===== config.mk =====
export PLATFORM = sky130hd
export DESIGN_NAME = security_attribution
export DESIGN_NICKNAME = d
export VERILOG_FILES = /design/src/security_pkg.sv /design/src/region_if.sv /design/src/attribution_unit.sv /design/src/security_attribution.sv
export SDC_FILE = /design/constraint.sdc
export NUM_CORES = 2
export LEC_CHECK = 0
export ABC_AREA = 1
export BUFFER_PORTS_ARGS = -buffer_cell sky130_fd_sc_hd__buf_4
export CORE_MARGIN = 1.5
export CORE_UTILIZATION = 55
export CTS_CLUSTER_DIAMETER = 120
export DETAILED_ROUTE_END_ITERATION = 7
export PLACE_DENSITY = 0.77
export REMOVE_ABC_BUFFERS = 1
export SLEW_MARGIN = 20
export SYNTH_ARGS = -nofsm -noshare
export SYNTH_HDL_FRONTEND = slang
export SYNTH_SLANG_ARGS = --single-unit

===== constraint.sdc =====
create_clock -name mclk -period 39.4 [get_ports mclk]
set_input_delay 7.88 -clock mclk [delete_from_list [all_inputs] [get_ports mclk]]
set_output_delay 7.88 -clock mclk [all_outputs]
set_load 0.005 [all_outputs]

===== src/security_pkg.sv =====
// shared constants and types for the security attribution block
package security_pkg;
  localparam int unsigned num_regions    = 8;
  localparam int unsigned num_periph     = 16;
  localparam int unsigned num_gpio       = 16;
  localparam int unsigned num_irq        = 32;
  localparam int unsigned num_events     = 8;
  localparam int unsigned sram_blocks    = 64;
  localparam int unsigned sram_block_lsb = 9;
  localparam logic [31:0] code_ns_base   = 32'h0800_0000;
  localparam logic [31:0] code_nsc_base  = 32'h0C00_0000;
  localparam logic [31:0] code_nsc_end   = 32'h0FFF_FFFF;
  localparam logic [31:0] sram_ns_base   = 32'h2000_0000;
  localparam logic [31:0] sram_nsc_base  = 32'h3000_0000;
  localparam logic [31:0] sram_nsc_end   = 32'h3FFF_FFFF;
  localparam logic [31:0] per_ns_base    = 32'h4000_0000;
  localparam logic [31:0] per_nsc_base   = 32'h5000_0000;
  localparam logic [31:0] per_nsc_end    = 32'h5FFF_FFFF;
  localparam logic [31:0] sram_alias_msk = 32'h0FFF_FFFF;
  localparam logic [num_regions-1:0] region_en_reset  = '0;
  localparam logic [num_periph-1:0]  periph_sec_reset = '0;
  localparam logic [num_gpio-1:0]    gpio_sec_reset   = '1;
  localparam logic [num_irq-1:0]     irq_sec_reset    = '1;
  localparam logic [num_events-1:0]  ill_en_reset     = '0;
  localparam logic [sram_blocks-1:0] sram_sec_reset   = '1;

  typedef enum logic [1:0] {attr_ns, attr_nsc, attr_s} attr_e;
endpackage


===== src/region_if.sv =====
// region configuration carried from top to the region matcher
`timescale 1ns/1ps
interface region_if;
  import security_pkg::*;
  logic [num_regions-1:0]       enable;
  logic [num_regions-1:0][26:0] base;
  logic [num_regions-1:0][26:0] limit;
  logic [num_regions-1:0]       nonsecure_callable;
  logic [31:0]                  addr;
  attr_e                        attr;
  modport cfg (output enable, output base, output limit, output nonsecure_callable, output addr, input attr);
  modport unit (input enable, input base, input limit, input nonsecure_callable, input addr, output attr);
endinterface


===== src/attribution_unit.sv =====
// programmable attribution unit: region match for one address
`timescale 1ns/1ps
module attribution_unit
  import security_pkg::*;
(
  region_if.unit rif
);
  logic [num_regions-1:0] hit;

  // regions are 32-byte granular
  generate
    for (genvar i = 0; i < num_regions; i++)
    begin : g_reg
      assign hit[i] = rif.enable[i] && rif.addr[31:5] >= rif.base[i] && rif.addr[31:5] <= rif.limit[i];
    end
  endgenerate

  // lowest matching region wins; no match means secure
  always_comb
  begin
    rif.attr = attr_s;
    for (int i = num_regions - 1; i >= 0; i--)
    begin
      if (hit[i])
      begin
        rif.attr = rif.nonsecure_callable[i] ? attr_nsc : attr_ns;
      end
    end
  end
endmodule


===== src/security_attribution.sv =====
// security attribution, aliasing, reset security state and illegal access reporting
`timescale 1ns/1ps
module security_attribution
  import security_pkg::*;
(
  // clock and reset
  input  wire logic                         mclk,
  input  wire logic                         rst,
  // option bytes
  input  wire logic                         global_security_enable_option,
  input  wire logic [31:0]                  secure_boot_addr,
  input  wire logic [31:0]                  flash_wm_start,
  input  wire logic [31:0]                  flash_wm_end,
  // secure configuration writes (ignored unless cfg_secure)
  input  wire logic                         cfg_secure,
  input  wire logic                         region_wr,
  input  wire logic [2:0]                   region_sel,
  input  wire logic                         region_enable,
  input  wire logic [26:0]                  region_base,
  input  wire logic [26:0]                  region_limit,
  input  wire logic                         region_nsc,
  input  wire logic                         periph_wr,
  input  wire logic [num_periph-1:0]        periph_sec_wdata,
  input  wire logic                         gpio_wr,
  input  wire logic [num_gpio-1:0]          gpio_sec_wdata,
  input  wire logic                         irq_wr,
  input  wire logic [num_irq-1:0]           irq_sec_wdata,
  input  wire logic                         ill_en_wr,
  input  wire logic [num_events-1:0]        ill_en_wdata,
  input  wire logic                         flash_blk_wr,
  input  wire logic                         flash_blk_wdata,
  input  wire logic                         sram_blk_wr,
  input  wire logic [5:0]                   sram_blk_sel,
  input  wire logic                         sram_blk_wdata,
  // attributed access from a bus master
  input  wire logic                         acc_valid,
  input  wire logic [31:0]                  acc_addr,
  input  wire logic                         acc_secure,
  input  wire logic                         acc_sram_ctl,
  input  wire logic [3:0]                   acc_periph,
  input  wire logic                         acc_aware_sec_reg,
  // external violation sources and flag clears
  input  wire logic [num_events-1:1]        ext_violation,
  input  wire logic [num_events-1:0]        ill_clear,
  // access result
  output logic                              acc_allow,
  output logic [1:0]                        acc_attr,
  output logic [31:0]                       acc_phys_addr,
  // state seen by the rest of the chip
  output logic                              cpu_secure,
  output logic [31:0]                       boot_addr,
  output logic [num_periph-1:0]             periph_secure,
  output logic [num_gpio-1:0]               gpio_secure,
  output logic [num_irq-1:0]                irq_target_secure,
  output logic                              flash_blk_secure,
  output logic [sram_blocks-1:0]            sram_blk_secure,
  output logic [num_events-1:0]             ill_flags,
  output logic                              ill_irq
);

  typedef struct packed {
    logic [num_regions-1:0]       reg_en;
    logic [num_regions-1:0][26:0] reg_base;
    logic [num_regions-1:0][26:0] reg_limit;
    logic [num_regions-1:0]       reg_nsc;
    logic [num_periph-1:0]        periph_sec;
    logic [num_gpio-1:0]          gpio_sec;
    logic [num_irq-1:0]           irq_sec;
    logic [num_events-1:0]        ill_en;
    logic [num_events-1:0]        ill_flag;
    logic                         flash_blk_sec;
    logic [sram_blocks-1:0]       sram_sec;
    logic                         allow;
    attr_e                        attr;
    logic [31:0]                  phys;
  } state_s;

  state_s     st;
  state_s     next_st;
  attr_e      fixed_attribution_map_attr;
  attr_e      final_attr;
  logic       violation;
  logic       in_flash_wm;
  logic [5:0] sram_idx;

  region_if rif ();

  assign rif.enable = st.reg_en;
  assign rif.base   = st.reg_base;
  assign rif.limit  = st.reg_limit;
  assign rif.nonsecure_callable    = st.reg_nsc;
  assign rif.addr   = acc_addr;

  attribution_unit u_unit (
    .rif (rif.unit)
  );

  // fixed map
  always_comb
  begin
    if ((acc_addr >= code_nsc_base && acc_addr <= code_nsc_end)
        || (acc_addr >= sram_nsc_base && acc_addr <= sram_nsc_end))
      fixed_attribution_map_attr = attr_nsc;
    else if (acc_addr >= per_nsc_base && acc_addr <= per_nsc_end)
      fixed_attribution_map_attr = attr_nsc;
    else
      fixed_attribution_map_attr = attr_ns;
  end

  // enum order makes the larger value the more secure one
  assign final_attr = (rif.attr > fixed_attribution_map_attr) ? rif.attr : fixed_attribution_map_attr;

  assign in_flash_wm = acc_addr >= flash_wm_start && acc_addr <= flash_wm_end;
  assign sram_idx    = acc_addr[sram_block_lsb +: 6];

  // nonsecure master reaching secure resources
  always_comb
  begin
    violation = 1'b0;
    if (global_security_enable_option && acc_valid && !acc_secure)
    begin
      if (final_attr == attr_s)
        violation = 1'b1;
      if (acc_addr >= code_nsc_base && acc_addr <= code_nsc_end && in_flash_wm)
        violation = 1'b1;
      if (acc_addr >= code_nsc_base && acc_addr <= code_nsc_end && !in_flash_wm && st.flash_blk_sec)
        violation = 1'b1;
      if ((acc_addr & ~sram_alias_msk) == sram_ns_base || (acc_addr & ~sram_alias_msk) == sram_nsc_base)
        violation = violation | st.sram_sec[sram_idx];
      if (acc_sram_ctl)
        violation = 1'b1;
      if ((acc_addr & ~sram_alias_msk) == per_ns_base || (acc_addr & ~sram_alias_msk) == per_nsc_base)
        violation = violation | st.periph_sec[acc_periph];
      if (acc_aware_sec_reg)
        violation = 1'b1;
    end
  end

  always_comb
  begin
    next_st       = st;
    next_st.allow = acc_valid && !violation;
    next_st.attr  = global_security_enable_option ? final_attr : attr_ns;
    // both aliases land on one physical resource
    next_st.phys  = acc_addr;
    if (acc_addr[31:28] == code_nsc_base[31:28] || acc_addr[31:28] == sram_nsc_base[31:28]
        || acc_addr[31:28] == per_nsc_base[31:28])
      next_st.phys = acc_addr & ~32'h0400_0000 & ~32'h1000_0000;
    if (violation)
      next_st.phys = '0;
    if (cfg_secure)
    begin
      if (region_wr)
      begin
        next_st.reg_en[region_sel]    = region_enable;
        next_st.reg_base[region_sel]  = region_base;
        next_st.reg_limit[region_sel] = region_limit;
        next_st.reg_nsc[region_sel]   = region_nsc;
      end
      if (periph_wr)
        next_st.periph_sec = periph_sec_wdata;
      if (gpio_wr)
        next_st.gpio_sec = gpio_sec_wdata;
      if (irq_wr)
        next_st.irq_sec = irq_sec_wdata;
      if (ill_en_wr)
        next_st.ill_en = ill_en_wdata;
      if (flash_blk_wr)
        next_st.flash_blk_sec = flash_blk_wdata;
      if (sram_blk_wr)
        next_st.sram_sec[sram_blk_sel] = sram_blk_wdata;
      next_st.ill_flag = st.ill_flag & ~ill_clear;
    end
    // set wins over clear
    next_st.ill_flag = next_st.ill_flag | {ext_violation, violation};
  end

  always_ff @(posedge mclk or posedge rst)
  begin
    if (rst)
    begin
      st               <= '0;
      st.reg_en        <= region_en_reset;
      st.periph_sec    <= periph_sec_reset;
      st.gpio_sec      <= gpio_sec_reset;
      st.irq_sec       <= irq_sec_reset;
      st.ill_en        <= ill_en_reset;
      st.flash_blk_sec <= 1'b0;
      st.sram_sec      <= sram_sec_reset;
      st.attr          <= attr_ns;
    end
    else
    begin
      st <= next_st;
    end
  end

  assign acc_allow         = st.allow;
  assign acc_attr          = st.attr;
  assign acc_phys_addr     = st.phys;
  assign cpu_secure        = global_security_enable_option;
  assign boot_addr         = secure_boot_addr;
  assign periph_secure     = st.periph_sec;
  assign gpio_secure       = st.gpio_sec;
  assign irq_target_secure = st.irq_sec;
  assign flash_blk_secure  = st.flash_blk_sec;
  assign sram_blk_secure   = st.sram_sec;
  assign ill_flags         = st.ill_flag;
  assign ill_irq           = |(st.ill_flag & st.ill_en);
endmodule


; ---- Yosys cells after proc, flatten, opt, wreduce, memory -nomap -nowiden
; Cells that the tools add are included.
; W data, S select, Z words.
[word_totals]
input_bits = 301
word_cells = 165
out_inout_bits = 206
regBits = 628
[op_classes]
n_eq_ne = 5
bitwise_logic = 6
mux = 50
n_reduce_logical = 45
magnitude_cmp = 31
[ops]
columns = operator, count
row1 = $bwmux W216, 2
row2 = $ge A27 B27 Y1, 8
row3 = $le A27 B27 Y1, 8
row4 = $demux W27 S3, 1
row5 = $mux W73, 1
row6 = $bwmux W64, 1
row7 = $mux W64, 1
row8 = $ge A32 B28 Y1 const B, 1
row9 = $ge A32 B30 Y1 const B, 1
row10 = $ge A32 B31 Y1 const B, 1
row11 = $ge A32 B32 Y1, 1
row12 = $le A32 B28 Y1 const B, 1
row13 = $le A32 B30 Y1 const B, 1
row14 = $le A32 B31 Y1 const B, 1
row15 = $le A32 B32 Y1, 1
row16 = $mux W32, 1
row17 = $mux W29, 1
row18 = $logic_and A1 B1 Y1, 28
row19 = $mux W27, 1
row20 = $mux W1, 24
row21 = $mux W2, 11
row22 = $and A8 B8 Y8, 2
row23 = $bwmux W8, 2
row24 = $lt A6 B7 Y1 const B, 2
row25 = other kinds (20), 35

; ---- Logic depth before layout (Yosys ltp)
[depth]
word_depth = 28
depth_mapped = 25
mapped_depth_nobuf = 25

; ---- By module
; From an unflattened synthesis, not the netlist that was laid out.
[unflattened]
hier_cells = 4625
area_unflattened_um2 = 38760.9
[by_module_without_submodules]
columns = module, n_inst, cells_each, area_each_um2, seq_area_each_um2
row1 = security_attribution, 1, 2757, 26995.9, 15855.2
row2 = attribution_unit, 1, 1868, 11765.0, 0.0

; ---- Worst setup path after synthesis
; OpenSTA, ideal clock, no wires.
[synth_timing]
path_type = input-to-output
start = in secure_boot_addr[0]
end = out boot_addr[0]
n_path_buf = 1
arrival_time_ns = 7.991
slack_ns = 23.529
required_ns = 31.520
path_stages = 1
cell_sequence = buf_4
[synth_rtl]
columns = element, line_no
row1 = start: declaration, security_attribution.sv:11  ; input wire logic [31:0] secure_boot_addr,
row2 = end: declaration, security_attribution.sv:51  ; output logic [31:0] boot_addr,
; No word-level cell between the ends.

; ---- Worst setup path in the final report
[layout_timing]
start = in global_security_enable_option
end = out cpu_secure
[layout_rtl]
columns = element, line_no
row1 = start: declaration, security_attribution.sv:10  ; input wire logic global_security_enable_option,
row2 = end: declaration, security_attribution.sv:50  ; output logic cpu_secure,
; No word-level cell between the ends.

==> metrics.md <==
| Metric | Value |
|---|---|
| Largest delay contributor family on the critical path | buffers and inverters |
| CP max FO | 3 |
| Avg WL per Cell | 19.90 µm |
| P&R area growth vs syn | 13.45% |
| Die outline height | 267.6 µm |
| Die Area | 71600 µm² |
| Sw frac | 32.83% |
| Most common cell on crit path | buf_4 |
| CP bufs+invs | 2 |
| Worst-Skew Late Latency | 0.63 ns |
| FF-to-FF Start | rif.base[96] |
| Final hold violation count | 0 |
| Mapped Avg Cell Area | 8.464 µm² |
| Grt total ovfl | 0 |
| Global-route wire length before repair | 173500 µm |
| R2R setup slack | 35.63 ns |
| Clock skew | 0.02568 ns |
| Initial antenna violation count | 6 |
| Vias in the first global route | 30570 |
| Total CTS buffers | 73 |
| CTS tree | yes |
| Worst hold path class | reg2reg |
| R2R depth | 19 |
| Htree depth | 3 |
| Starting density of the core | 55.85% |
| Final slew viol count | 0 |
| Largest net degree at the start of global routing | 163 |
| Max Fclk | 0.06241 GHz |
| Levels on crit path | 2 |
| Crit start category | input pin |
| Via density | 5.643 |
| Max Cap Violations | 0 |
| First-pass DRT Iterations | 6 |
| CP Class | in2out |
| WHS | 0.4810 ns |
| Tmin final | 16.02 ns |
| Clk slew on worst S/H paths | 0.06 ns |
| CTS resizes | 0 |
| Worst rel slew slack | 27.31% |
| RSZ-0062 raised after global routing | false |
| Worst VDD drop | 0.04399 mV |
| Synth Register Bits | 628 |
| Post-route ant nets | 0 |
| Synth warn | 0 |
| Cell count after synthesis | 4549 |
| Critical Path AT | 8.14 ns |
| CTS max path bufs | 3 |
| Io pins | 507 |
| Clock power share | 32.5% |
| Largest cells by area after synthesis | dfrtp_1 (34%), ha_1 (16%), nand2_1 (8.7%), dfstp_2 (7.6%), o21ai_0 (7.2%) |
| Status | finished, final reports clean |
| Worst r2r dst | acc_attr[0] |
| Critical Path Source | global_security_enable_option |
| Psw | 0.0006847 W |
| Setup TNS | 0 ns |
| WL final | 114100 µm |
| Initial drt markers | 3099 |
| Seq pwr share | 40.4% |
| NumNets Final | 5544 |
| Pint | 0.001401 W |
| DR DRC count | 0 |
| Port Buf Inserts | 442 |
| Post-CTS Setup Bufs | 0 |
| # setup viols final | 0 |
| CP Capture Type | output port |
| CTS Hold Bufs | 0 |
| Worst-margin pin slew | 1.082 ns |
| Leak | 21.95 nW |
| Pwr dens | 47.75 nW/µm² |
| Critical Path RT | 31.52 ns |
| Top cell type by total area after synthesis | dfrtp_1 |
| Logic pwr share | 27.1% |
| CP Cell Sequence | buf_4, buf_4 |
| Overall Power | 0.002086 W |
| Core box area | 68950 µm² |
| Die width | 267.6 µm |
| Yosys cell types | 48 |
| Yosys top cell area share | 33.54% |
| Mapped Area | 38500 µm² |
| Root Buffer | clkbuf_16 |
| GRT Overall Usage | 31.66% |
| CP Capture Point | cpu_secure |
| Max incr delay on CP | 0.13 ns |
| CP max stage cell | buf_4 |
| Layout cells sized above 1 | 16.92% |
| Routed via count | 32350 |
| Period utilization | 40.67% |
| Cell Rows | 96 |
| GP Congestion | 0.9410 |
| TritonCTS Sinks | 628 |
| Seq/Total Area, Yosys | 41.18% |
| Dpl hpwl | 77770 µm |
[per-stage QoR]
stage	area (µm²)	cells	setup WS, ns	util [%]
floorplan	36370	4203	14.12	-
global placement	41180	5599	23.38	59.73
detailed placement	41180	5599	23.38	59.73
CTS	43560	5728	23.37	63.18
global route	43680	5733	23.37	63.36
finish	43680	5733	23.38	63.36
[cells in the mapped netlist, drive strengths merged]
cell,number
a211oi,5
a21boi,22
a21o,14
a21oi,311
a221oi,2
a22o,1
a31oi,60
and3,3
buf,228
clkbuf,118
clkinv,1
dfrtp,516
dfstp,112
ha,497
inv,648
mux2,67
nand2,898
nand3,100
nand3b,4
nand4,77
nor2,172
nor2b,1
nor3,32
nor4,24
nor4b,3
o2111ai,6
o211ai,16
o21a,19
o21ai,564
o21bai,5
o221ai,12
o22ai,5
o31ai,2
or2,2
or4,2
[logic make-up (layout without fill, tap and decap cells)]
group | count (synthesis) | count (layout) | share of synthesized area (%)
flip-flops | 628 | 628 | 41.18
other | 0 | 2 | 0
AND/OR/NAND/NOR | 1318 | 1318 | 14.13
buffers and inverters | 995 | 1246 | 11.86
multiplexers | 67 | 67 | 1.960
adder cells (fa/ha/maj) | 497 | 497 | 16.15
AO/OA/AOI/OAI | 1044 | 1044 | 14.72
[tightest hold or removal path, cell delays in order, from the launching register on]
cell and delay (ns):
dfrtp_1 0.34, nand2_1 0.05, o21ai_0 0.06
[routing by layer]
layer	global-route usage, %	routed length [µm]	up-vias
met2	49.75	50920	1416
met5	0.6237	14	-
met3	7.622	11030	267
met4	13.61	5063	2
met1	41.62	47060	15360
li1	-	-	15310
[registers in the layout, summed over array words and instances, names as in the netlist, 16 cells and up]
signal / flops
acc_phys_addr: 32
sram_blk_secure: 64
irq_target_secure: 32
rif.base: 216
gpio_secure: 16
periph_secure: 16
rif.limit: 216
[final cells by class]
| type | count | area (µm²) |
|---|---|---|
| Timing Repair Buffer | 468 | 3593 |
| Multi-Input combinational cell | 2926 | 18240 |
| Tap cell | 931 | 1165 |
| Antenna cell | 2 | 5.005 |
| Clock buffer | 111 | 2243 |
| Inverter | 649 | 2444 |
| Fill cell | 5817 | 25260 |
| Sequential cell | 628 | 15860 |
| Clock inverter | 18 | 137.6 |
[worst min path at each step]
stage               depth (start not counted)                        end  slack [ns]                       from
detailed placement                          2  rif.nonsecure_callable[0]        0.47  rif.nonsecure_callable[0]
floorplan                                   2  rif.nonsecure_callable[0]        0.45  rif.nonsecure_callable[0]
global route                                2              rif.limit[96]        0.50              rif.limit[96]
CTS                                         2  rif.nonsecure_callable[0]        0.48  rif.nonsecure_callable[0]
global placement                            2  rif.nonsecure_callable[0]        0.46  rif.nonsecure_callable[0]
finish                                      2  rif.nonsecure_callable[0]        0.48  rif.nonsecure_callable[0]
[layout by cell type, fill, tap and decap left out, types with 6 or more instances in the layout]
master	instances
a21oi_2	12
clkbuf_8	21
nand4_1	77
nand2_1	889
nor2_1	170
nor4_2	7
nor3_1	28
nor4_1	16
o21ai_1	8
dfstp_2	112
a31oi_1	60
o211ai_1	16
clkbuf_16	76
a21oi_1	299
ha_1	497
mux2_2	67
o221ai_1	12
a21boi_2	7
o21a_1	19
a21o_1	14
buf_4	462
o21ai_0	555
nand3_1	100
inv_1	644
clkinv_2	10
nand2_4	6
dfrtp_1	516
a21boi_1	10
o2111ai_1	6
clkbuf_1	14
[power groups by stage]
stage	Sequential [W]	Clock (W)	Combinational [W]
after floorplan	0.000837	0	0.000359
after global placement	0.000845	0	0.000530
after detailed placement	0.000849	0	0.000555
after CTS	0.000840	0.000687	0.000560
after global routing	0.000856	0.000710	0.000647
final	0.000842	0.000678	0.000565
Note: power is estimated with default switching activity, not from simulation.
